--- src/design/spi_flash_pkg.sv ---
// constants and types shared by the serial flash read and program logic
package spi_flash_pkg;
    // ========================================
    // command codes
    localparam logic [7:0] OP_FAST_READ = 8'h0B;
    localparam logic [7:0] OP_DUAL_OUT  = 8'h3B;
    localparam logic [7:0] OP_QUAD_OUT  = 8'h6B;
    localparam logic [7:0] OP_DUAL_IO   = 8'hBB;
    localparam logic [7:0] OP_QUAD_IO   = 8'hEB;
    localparam logic [7:0] OP_SET_WRAP  = 8'h77;
    localparam logic [7:0] OP_PAGE_PROG = 8'h02;
    localparam logic [7:0] OP_WR_EN     = 8'h06;
    localparam logic [7:0] OP_WR_DIS    = 8'h04;
    localparam logic [7:0] OP_RD_STATUS = 8'h05;
    // ========================================
    // field sizes, lane widths and dummy counts
    localparam logic [5:0] CODE_BITS    = 6'h08;
    localparam logic [5:0] ADDR_BITS    = 6'h18;
    localparam logic [5:0] MODE_BITS    = 6'h08;
    localparam logic [5:0] WRAP_EDGES   = 6'h02;
    localparam logic [2:0] LANE_1       = 3'h1;
    localparam logic [2:0] LANE_2       = 3'h2;
    localparam logic [2:0] LANE_4       = 3'h4;
    localparam logic [3:0] DUMMY_FAST   = 4'h8;
    localparam logic [3:0] DUMMY_QIO    = 4'h4;
    localparam logic [3:0] OE_SINGLE    = 4'h2;
    localparam logic [3:0] OE_DUAL      = 4'h3;
    localparam logic [3:0] OE_QUAD      = 4'hF;
    // ========================================
    // wrap setting {length[1:0], disable}; disable set out of reset
    localparam logic [2:0] WRAP_RESET   = 3'h1;
    localparam int         WRAP_DIS_POS = 0;
    localparam logic [7:0] WRAP_MIN     = 8'h08;
    // status byte positions
    localparam int         ST_BUSY_POS  = 0;
    localparam int         ST_WEL_POS   = 1;
    localparam logic [8:0] PAGE_END     = 9'h100;

    typedef enum logic [2:0] {
        S_CMD, S_ADDR, S_MODE, S_DUMMY, S_DOUT, S_PIN, S_WRAP, S_SKIP
    } phase_e;
endpackage

--- src/design/spi_flash_cmd.sv ---
// serial flash command decoder, read data path and page program buffer
`timescale 1ns/10ps
module spi_flash_cmd
    import spi_flash_pkg::*;
#(
    parameter int PROG_WAIT_CYC = 64
) (
    input  wire logic        i_ref_clk,
    input  wire logic        i_rst_b,
    input  wire logic        i_sclk,
    input  wire logic        i_cs_b,
    input  wire logic [3:0]  i_dq,
    output logic      [3:0]  o_dq,
    output logic      [3:0]  o_dq_oe,
    input  wire logic        i_quad_io_enable_bit,
    input  wire logic        i_page_protected,
    output logic      [23:0] o_flash_addr,
    input  wire logic [7:0]  i_rd_data,
    output logic             o_prog_valid,
    output logic      [23:0] o_prog_addr,
    output logic      [7:0]  o_prog_data,
    input  wire logic        i_prog_ready,
    output logic             o_busy,
    output logic             o_write_enable_latch,
    output logic      [2:0]  o_wrap_setting
);
    // ========================================
    // state record
    typedef struct packed {
        logic [2:0]        sclk_sy;
        logic [2:0]        cs_sy;
        logic [3:0]        dq_s1;
        logic [3:0]        dq_s2;
        phase_e            st;
        logic [7:0]        cmd;
        logic [2:0]        in_w;
        logic [2:0]        out_w;
        logic [3:0]        dum;
        logic              mode;
        logic [5:0]        cnt;
        logic [7:0]        sh;
        logic [23:0]       addr;
        logic [7:0]        out_sh;
        logic [3:0]        dq_o;
        logic [3:0]        dq_oe;
        logic              src_st;
        logic              write_enable_latch;
        logic [2:0]        wrap;
        logic [255:0][7:0] pb;
        logic [255:0]      ld;
        logic              any;
        logic              prog_act;
        logic [8:0]        walk;
        logic [15:0]       wait_c;
        logic [15:0]       page;
        logic [1:0][31:0]  fb;
        logic [1:0]        fcnt;
        logic              frd;
        logic              fwr;
    } state_s;

    state_s     q;
    state_s     d;
    logic       rise;
    logic       fall;
    logic       cs_rise;
    logic       cmd_done;
    logic [7:0] code;
    logic [7:0] wmask;
    logic [7:0] status;
    logic       push;
    logic       pop;
    logic [7:0] byte_v;

    // ========================================
    // helpers
    function automatic logic [5:0] edges_for(input logic [2:0] w, input logic [5:0] bits);
        case (w)
            LANE_4:  return bits >> 2;
            LANE_2:  return bits >> 1;
            default: return bits;
        endcase
    endfunction

    function automatic logic [23:0] shift_in(input logic [23:0] a, input logic [2:0] w,
                                             input logic [3:0] v);
        case (w)
            LANE_4:  return {a[19:0], v};
            LANE_2:  return {a[21:0], v[1:0]};
            default: return {a[22:0], v[0]};
        endcase
    endfunction

    // upper bits of the byte go out first; line 3 carries the top bit in quad
    function automatic logic [3:0] lanes(input logic [7:0] b, input logic [2:0] w);
        case (w)
            LANE_4:  return b[7:4];
            LANE_2:  return {2'b00, b[7:6]};
            default: return {2'b00, b[7], 1'b0};
        endcase
    endfunction

    function automatic logic [3:0] oe_for(input logic [2:0] w);
        case (w)
            LANE_4:  return OE_QUAD;
            LANE_2:  return OE_DUAL;
            default: return OE_SINGLE;
        endcase
    endfunction

    // ========================================
    // edges of the synchronised link signals
    assign rise     = q.sclk_sy[1] & ~q.sclk_sy[2] & ~q.cs_sy[1];
    assign fall     = ~q.sclk_sy[1] & q.sclk_sy[2] & ~q.cs_sy[1];
    assign cs_rise  = q.cs_sy[1] & ~q.cs_sy[2];
    assign cmd_done = rise && q.st == S_CMD && q.cnt == CODE_BITS - 6'h01;
    assign code     = {q.sh[6:0], q.dq_s2[0]};
    assign wmask    = 8'((WRAP_MIN << q.wrap[2:1]) - 8'h01);
    assign status   = 8'({q.write_enable_latch, 1'b0} | {1'b0, q.prog_act});
    assign pop      = (q.fcnt != 2'h0) && i_prog_ready;

    // ========================================
    // next state
    always_comb begin
        d      = q;
        push   = 1'b0;
        byte_v = q.out_sh;
        // two-stage synchronisers on every pin input
        d.sclk_sy = {q.sclk_sy[1:0], i_sclk};
        d.cs_sy   = {q.cs_sy[1:0], i_cs_b};
        d.dq_s1   = i_dq;
        d.dq_s2   = q.dq_s1;
        if (q.cs_sy[1]) begin
            // select high ends or aborts whatever was in flight
            d.st    = S_CMD;
            d.cnt   = 6'h00;
            d.dq_oe = 4'h0;
            if (cs_rise && q.st == S_PIN && q.cnt == 6'h00 && q.any
                && !i_page_protected) begin
                d.prog_act = 1'b1;
                d.walk     = 9'h000;
                d.wait_c   = 16'h0000;
                d.page     = q.addr[23:8];
            end
        end else begin
            if (rise) begin
                case (q.st)
                    S_CMD: begin
                        d.sh  = code;
                        d.cnt = 6'(q.cnt + 6'h01);
                        if (cmd_done) begin
                            d.cnt    = 6'h00;
                            d.cmd    = code;
                            d.st     = S_SKIP;
                            d.in_w   = LANE_1;
                            d.out_w  = LANE_1;
                            d.dum    = 4'h0;
                            d.mode   = 1'b0;
                            d.src_st = 1'b0;
                            // while busy only the status read gets through
                            if (!q.prog_act || code == OP_RD_STATUS) begin
                                case (code)
                                    OP_FAST_READ: begin
                                        d.st  = S_ADDR;
                                        d.dum = DUMMY_FAST;
                                    end
                                    OP_DUAL_OUT: begin
                                        d.st    = S_ADDR;
                                        d.dum   = DUMMY_FAST;
                                        d.out_w = LANE_2;
                                    end
                                    OP_QUAD_OUT: begin
                                        if (i_quad_io_enable_bit) begin
                                            d.st    = S_ADDR;
                                            d.dum   = DUMMY_FAST;
                                            d.out_w = LANE_4;
                                        end
                                    end
                                    OP_DUAL_IO: begin
                                        d.st    = S_ADDR;
                                        d.in_w  = LANE_2;
                                        d.out_w = LANE_2;
                                        d.mode  = 1'b1;
                                    end
                                    OP_QUAD_IO: begin
                                        if (i_quad_io_enable_bit) begin
                                            d.st    = S_ADDR;
                                            d.in_w  = LANE_4;
                                            d.out_w = LANE_4;
                                            d.mode  = 1'b1;
                                            d.dum   = DUMMY_QIO;
                                        end
                                    end
                                    OP_SET_WRAP: begin
                                        d.st   = S_ADDR;
                                        d.in_w = LANE_4;
                                    end
                                    OP_PAGE_PROG: begin
                                        if (q.write_enable_latch) d.st = S_ADDR;
                                    end
                                    OP_WR_EN:     d.write_enable_latch = 1'b1;
                                    OP_WR_DIS:    d.write_enable_latch = 1'b0;
                                    OP_RD_STATUS: begin
                                        d.st     = S_DOUT;
                                        d.src_st = 1'b1;
                                    end
                                    default: ;
                                endcase
                            end
                        end
                    end
                    S_ADDR: begin
                        d.addr = shift_in(q.addr, q.in_w, q.dq_s2);
                        d.cnt  = 6'(q.cnt + 6'h01);
                        if (q.cnt == 6'(edges_for(q.in_w, ADDR_BITS) - 6'h01)) begin
                            d.cnt = 6'h00;
                            if (q.cmd == OP_SET_WRAP) d.st = S_WRAP;
                            else if (q.cmd == OP_PAGE_PROG) begin
                                d.st  = S_PIN;
                                d.ld  = '0;
                                d.any = 1'b0;
                            end
                            else if (q.mode) d.st = S_MODE;
                            else if (q.dum != 4'h0) d.st = S_DUMMY;
                            else d.st = S_DOUT;
                        end
                    end
                    S_MODE: begin
                        // mode byte is taken and ignored
                        d.cnt = 6'(q.cnt + 6'h01);
                        if (q.cnt == 6'(edges_for(q.in_w, MODE_BITS) - 6'h01)) begin
                            d.cnt = 6'h00;
                            d.st  = (q.dum != 4'h0) ? S_DUMMY : S_DOUT;
                        end
                    end
                    S_DUMMY: begin
                        d.cnt = 6'(q.cnt + 6'h01);
                        if (q.cnt == {2'b00, 4'(q.dum - 4'h1)}) begin
                            d.cnt = 6'h00;
                            d.st  = S_DOUT;
                        end
                    end
                    S_PIN: begin
                        d.sh  = code;
                        d.cnt = 6'(q.cnt + 6'h01);
                        if (q.cnt == CODE_BITS - 6'h01) begin
                            // low address byte rolls over inside the page
                            d.cnt               = 6'h00;
                            d.pb[q.addr[7:0]]   = code;
                            d.ld[q.addr[7:0]]   = 1'b1;
                            d.addr[7:0]         = 8'(q.addr[7:0] + 8'h01);
                            d.any               = 1'b1;
                        end
                    end
                    S_WRAP: begin
                        d.sh  = {q.sh[3:0], q.dq_s2};
                        d.cnt = 6'(q.cnt + 6'h01);
                        if (q.cnt == WRAP_EDGES - 6'h01) begin
                            // bit 7 and the low nibble are dropped
                            d.wrap = q.sh[2:0];
                            d.st   = S_SKIP;
                        end
                    end
                    default: ;
                endcase
            end
            // output side: new lanes on each falling edge, msb first
            if (fall && q.st == S_DOUT) begin
                if (q.cnt == 6'h00) byte_v = q.src_st ? status : i_rd_data;
                d.dq_o   = lanes(byte_v, q.out_w);
                d.out_sh = 8'(byte_v << q.out_w);
                d.dq_oe  = oe_for(q.out_w);
                d.cnt    = 6'(q.cnt + 6'h01);
                if (q.cnt == 6'(edges_for(q.out_w, CODE_BITS) - 6'h01)) begin
                    d.cnt = 6'h00;
                    if (q.cmd == OP_QUAD_IO && !q.wrap[WRAP_DIS_POS]) begin
                        d.addr[7:0] = (q.addr[7:0] & ~wmask)
                                    | (8'(q.addr[7:0] + 8'h01) & wmask);
                    end else begin
                        d.addr = 24'(q.addr + 24'h000001);
                    end
                end
            end
        end
        // program cycle: hand loaded bytes to the buffer, then settle
        if (q.prog_act) begin
            if (q.walk != PAGE_END) begin
                if (!q.ld[q.walk[7:0]]) d.walk = 9'(q.walk + 9'h001);
                else if (q.fcnt != 2'h2) begin
                    push   = 1'b1;
                    d.walk = 9'(q.walk + 9'h001);
                end
            end else if (q.wait_c == 16'(PROG_WAIT_CYC - 1)) begin
                d.prog_act = 1'b0;
                d.write_enable_latch      = 1'b0;
            end else begin
                d.wait_c = 16'(q.wait_c + 16'h0001);
            end
        end
        // two-entry buffer: a stalled sink holds the walk, nothing is lost
        if (push) begin
            d.fb[q.fwr] = {q.page, q.walk[7:0], q.pb[q.walk[7:0]]};
            d.fwr       = ~q.fwr;
        end
        if (pop) d.frd = ~q.frd;
        d.fcnt = 2'(q.fcnt + {1'b0, push} - {1'b0, pop});
    end

    // ========================================
    // state register
    always_ff @(posedge i_ref_clk or negedge i_rst_b) begin
        if (!i_rst_b) begin
            q       <= '0;
            q.cs_sy <= 3'h7;
            q.wrap  <= WRAP_RESET;
        end else begin
            q <= d;
        end
    end

    // ========================================
    // outputs
    assign o_dq                 = q.dq_o;
    assign o_dq_oe              = q.dq_oe;
    assign o_flash_addr         = q.addr;
    assign o_prog_valid         = q.fcnt != 2'h0;
    assign o_prog_addr          = q.fb[q.frd][31:8];
    assign o_prog_data          = q.fb[q.frd][7:0];
    assign o_busy               = q.prog_act;
    assign o_write_enable_latch = q.write_enable_latch;
    assign o_wrap_setting       = q.wrap;
endmodule

--- config.mk ---
export PLATFORM = sky130hd
export DESIGN_NAME = spi_flash_cmd
export DESIGN_NICKNAME = d
export VERILOG_FILES = /design/src/design/spi_flash_pkg.sv /design/src/design/spi_flash_cmd.sv
export SDC_FILE = /design/constraint.sdc
export NUM_CORES = 2
export LEC_CHECK = 0
export BUFFER_PORTS_ARGS = -buffer_cell sky130_fd_sc_hd__buf_4
export CORE_ASPECT_RATIO = 0.5
export CORE_MARGIN = 5
export CORE_UTILIZATION = 35
export CTS_BUF_LIST = sky130_fd_sc_hd__clkbuf_8
export CTS_CLUSTER_DIAMETER = 40
export DETAILED_ROUTE_END_ITERATION = 8
export PLACE_DENSITY = 0.47
export SLEW_MARGIN = 20
export SYNTH_ARGS = -nofsm -noshare
export SYNTH_HDL_FRONTEND = slang
export SYNTH_SLANG_ARGS = --single-unit
--- constraint.sdc ---
create_clock -name i_ref_clk -period 3.65 [get_ports i_ref_clk]
set_input_delay 1.095 -clock i_ref_clk [delete_from_list [all_inputs] [get_ports i_ref_clk]]
set_output_delay 1.095 -clock i_ref_clk [all_outputs]
set_load 0.01 [all_outputs]
Word level (Yosys, flattened, before mapping)
Cells that the tools add are included.
- $add $sub $neg: 12
- $lt $le $gt $ge: 6
- equal/unequal tests: 41
- shift-type cells: 2
- muxes and demuxes: 113
- bitwise operators: 17
- reductions and logical operators: 40
- operators by type and width (operator ; number):
    2-to-1 mux 2309 bit ; 2
    2-to-1 mux 2305 bit ; 1
    bitwise mux 2048 bit ; 1
    2-to-1 mux 2048 bit ; 1
    2-to-1 mux 257 bit ; 3
    case mux 257 bit (2 select lines) ; 1
    bitwise OR 256 bit ; 1
    2-to-1 mux 32 bit ; 3
    2-to-1 mux 6 bit ; 15
    2-to-1 mux 42 bit ; 2
    2-to-1 mux 11 bit ; 6
    binary-select mux 8 bit (select 8 bit) ; 1
    bitwise mux 64 bit ; 1
    demux 8 bit (select 8 bit) ; 1
    2-to-1 mux 16 bit ; 4
    2-to-1 mux 8 bit ; 8
    2-to-1 mux 60 bit ; 1
    case mux 24 bit (2 select lines) ; 1
    2-to-1 mux 3 bit ; 14
    2-to-1 mux 40 bit ; 1
    case mux 6 bit (6 select lines) ; 1
    2-to-1 mux 7 bit ; 5
    demux 32 bit (select 1 bit) ; 1
    case mux 4 bit (2 select lines) ; 4
    72 further kinds ; 152
- flip-flop bits (word level): 2510
- bits of input ports: 19
- output and inout port bits: 70
- word-level logic and storage cells: 517

Depth between registers and ports, before layout
- word-level depth: 18
- mapped depth: 16
- depth with buffers taken out: 12

Worst setup path after synthesis
Ideal clock, no wire load.
- kind: reg2reg
- from: register q[101] (netlist bit)
- to: register q[37] (netlist bit)
- library setup time: 0.125 ns
- arrival time: 3.167 ns
- data required time: 3.525 ns
- slack: 0.359 ns
- cell stages (with the launch flop): 11
- path buffers: 4
- period minus slack after synthesis: 3.291 ns
- cells stage by stage: dfrtp_1 buf_2 buf_2 clkbuf_1 clkbuf_1 mux4_2 mux4_2 mux4_2 a22oi_1 nand2_1 mux2_2
- word-level cells in the longest chain between the ends: 5
- elaborated cells between the ends (all ways): 9
- those cells by class: 1 x eq/ne; 8 x mux
- ends and longest elaborated chain (what ; RTL line ; text):
    from (decl) ; spi_flash_cmd.sv:62 ; state_s q;
    binary-select mux 1 bit (select 8 bit) ; spi_flash_cmd.sv:288 ; if (!q.ld[q.walk[7:0]]) d.walk = 9'(q.walk + 9'h001);
    2-to-1 mux 1 bit (implied by the code) ; spi_flash_cmd.sv:288 ;
    2-to-1 mux 1 bit ; spi_flash_cmd.sv:288 ;
    2-to-1 mux 1 bit ; spi_flash_cmd.sv:287 ; if (q.walk != PAGE_END) begin
    2-to-1 mux 1 bit ; spi_flash_cmd.sv:286 ; if (q.prog_act) begin
Parallel ways exist; a longest one is shown, timed or not. The select of a mux whose other input is x is not followed.
A chain may end at the register's enable or synchronous reset.

Worst setup path in the final report
- from: register q[100] (netlist bit)
- to: register q[39] (netlist bit)
The elaborated chain is that of the path after synthesis.

==> results.yml <==
yosys:
  syn_area_um2: 115000
  synthArstFlopShare_pct: 100
  syn_inst: 7400
  synth_area_leader_cell: "dfrtp_1"
  ys_seq_area_share_pct: 54.8
  synthTopCellsByCount: "dfrtp_1, mux2_2, mux4_2"
  yosys_most_used_dff: "dfrtp_1"
  ys.warnings.count: 0
  synth-edff-count: 0
  synth_top_area_share_pct: 54.7
  syn_avg_cell_area_um2: 15.5
  syn_nets: 7433
  synth.most_common_cell: "dfrtp_1"
  yosys-top-cells-area: "dfrtp_1, mux2_2, mux4_2"
  synth_cell_types: 77
  ys_ff_latch: 2506
clocking:
  cts-htree-levels: 5
  clk_latency_ns: 1.06
  path_clk_slew_ns: 0.06
  cts_buffers: 407
  cts_tree: "built"
  clock-sinks: 2506
  cts_root_buf: "clkbuf_8"
  clockBufferDepth: 4
floorplan:
  die_area_um2: 339000
  start_util_pct: 35.2
  dieWidth_um: 819
  fp-row-count: 148
  die_h_um: 414
  coreArea_um2: 326000
  ioPinCount: 89
timing:
  fmax_mhz: 271
  finalMaxSlewViolations: 0
  period_share_pct: 101
  slew_headroom_pct: 29.8
  finalSetupViolations: 34
  setup_slack_ns: -0.0392
  tightestPinTransition_ns: 1.05
  rsz0062_at_grt: "true"
  finalHoldViolCount: 0
  min_period_ns: 3.69
  hold_slack_ns: 0.168
  finClkSkew_ns: 0.0590
global_routing:
  grt_max_degree: 158
  antenna_found_initial: 21
  overflow: 0
  grt_usage_pct: 20.8
  grt_busiest_layer: "met1"
  grt_pass1_wl_um: 527000
  use_met3_pct: 3.60
  grt_use_met2_pct: 30.9
  first_global_vias: 71700
  met1_usage_pct: 31.9
route:
  drt-total-wl_um: 356000
  drt_iter0_drc: 4530
  first_pass_iters: 5
  routedWlPerCell_um: 28.2
  final_antenna_net_count: 0
  via_per_inst: 5.39
  via_count: 67900
  post-route-drc-count: 0
run:
  maxCapViolations: 0
power_and_ir_drop:
  cellPowerDensity_nw_per_um2: 427
  power.total_uw: 56800
  p_leak_uw: 0.0636
  peakVddDrop_v: 0.000446
placed_design:
  gp_congestion: 0.810
  hpwl_um: 231000
  io_buffers: 88
  dp_cells: 11900
setup_path:
  crit_required_ns: 4.57
  worst-path-max-fanout: 16
  end_kind: "flip-flop"
  worstSetupPathType: "flip-flop to flip-flop"
  worstPathArrival_ns: 4.61
  cp-start-kind: "flip-flop"
layout:
  layout.nets: 7993
  area_delta_synth_final_pct: 16.1
  utilization_pct: 40.8
  num-fill-cells: 30200
  instances_no_fill: 12600
  drive_above_1_share_pct: 53.3
status:
  status: "finished, violations left"
  failed_checks: "negative setup slack"
worst_hold_path:
  holdCritPathClass: "primary input to flip-flop"
## placed cells by master, fill, tap and decap left out, types with 13 or more instances in the layout
| cell | instances |
|---|---|
| buf_12 | 116 |
| o21ai_0 | 64 |
| mux2_2 | 2147 |
| inv_1 | 158 |
| a21oi_1 | 61 |
| nor2_2 | 150 |
| buf_4 | 608 |
| a22o_1 | 25 |
| nand2b_1 | 15 |
| dfrtp_1 | 2488 |
| a221oi_1 | 13 |
| a22oi_1 | 16 |
| nor2b_1 | 29 |
| nand3_1 | 39 |
| mux2i_1 | 45 |
| clkinv_2 | 31 |
| a211oi_1 | 25 |
| mux4_2 | 723 |
| nand2_1 | 218 |
| clkinvlp_4 | 13 |
| nor3_1 | 18 |
| nor2_1 | 182 |
| o21a_1 | 257 |
| ha_1 | 14 |
| clkbuf_8 | 502 |
## timing repair
action,CTS,global route
setup buffers,5,14
setup endpoints to repair,65,71
resized for setup,10,18
hold buffers,1,0
gates cloned,0,1
hold endpoints to repair,25,0
pin swaps,1,2
## path summary, 6_finish.rpt
check / startpoint / to / slack [ns] / depth (start not counted)
worst min-delay path: i_cs_b / d[2505] / 0.17 / 1
worst max register to register: q[100] / q[39] / -0.04 / 10
max in group asynchronous: i_rst_b / q[1998] / 1.77 / 4
worst max-delay path: q[100] / q[39] / -0.04 / 10
min in group asynchronous: i_rst_b / q[823] / 0.63 / 2
worst min register to register: d[2499] / q[2499] / 0.35 / 0
## logic make-up (layout without fill, tap and decap cells)
| family | Yosys count | count (layout) | synth area share [%] |
|---|---|---|---|
| AO/OA/AOI/OAI | 557 | 557 | 3.46 |
| XOR/XNOR | 21 | 21 | 0.161 |
| adder cells (fa/ha/maj) | 14 | 14 | 0.153 |
| buffers and inverters | 616 | 1465 | 2.38 |
| flip-flops | 2506 | 2506 | 54.8 |
| multiplexers | 2928 | 2928 | 35.8 |
| other | 0 | 6 | 0 |
| AND/OR/NAND/NOR | 758 | 758 | 3.24 |
## state kept, by name, summed over array words and instances, names as in the netlist, named ones only
register and count:
code 8, d 8, o_busy 1, o_dq 4
o_dq_oe 3, o_flash_addr 19, o_wrap_setting 3, o_write_enable_latch 1
q 2454
## layer usage
metal | part of all wire (%) | vias to the layer above
li1 | - | 28700
met1 | 49 | 37400
met2 | 44 | 1390
met3 | 4.7 | 437
met4 | 2.1 | 0
met5 | 0 | -
## final cells by class
cell class	count	area [um^2]	share of cell area [%]
sequential	2506	62800	47.2
multi-input combinational	4278	49300	37.1
timing repair buffer	739	7180	5.40
clock buffer	502	6910	5.20
tap	4350	5440	4.10
clock inverter	196	1170	0.882
inverter	28	106	0.0800
antenna	6	15.0	0.0113
## per-stage QoR
stage / area [um^2] / setup WS (ns) / TNS [ns]
finish: 133000 / -0.0392 / -0.682
global route: 133000 / -0.0951 / -4.07
CTS: 133000 / -0.0364 / -1.00
detailed placement: 124000 / -0.153 / -7.82
global placement: 124000 / -0.184 / -10.00
floorplan: 115000 / 0.359 / 0
## power by group
group	total, uW	leakage [uW]	switching, uW	internal, uW
clock	25000	0.00463	11900	13100
sequential	28000	0.0348	107	27900
combinational	3800	0.0241	3200	595
total	56800	0.0636	15200	41500
## critical path, stage by stage, from the launching register on
cell	delay (ns)
dfrtp_4	0.49
buf_16	0.23
buf_4	0.17
buf_12	0.15
mux4_2	0.53
mux4_2	0.55
mux4_2	0.65
a22oi_1	0.25
buf_4	0.15
nand2_1	0.05
mux2_2	0.27
No activity file was read; power rests on OpenSTA's default activity.
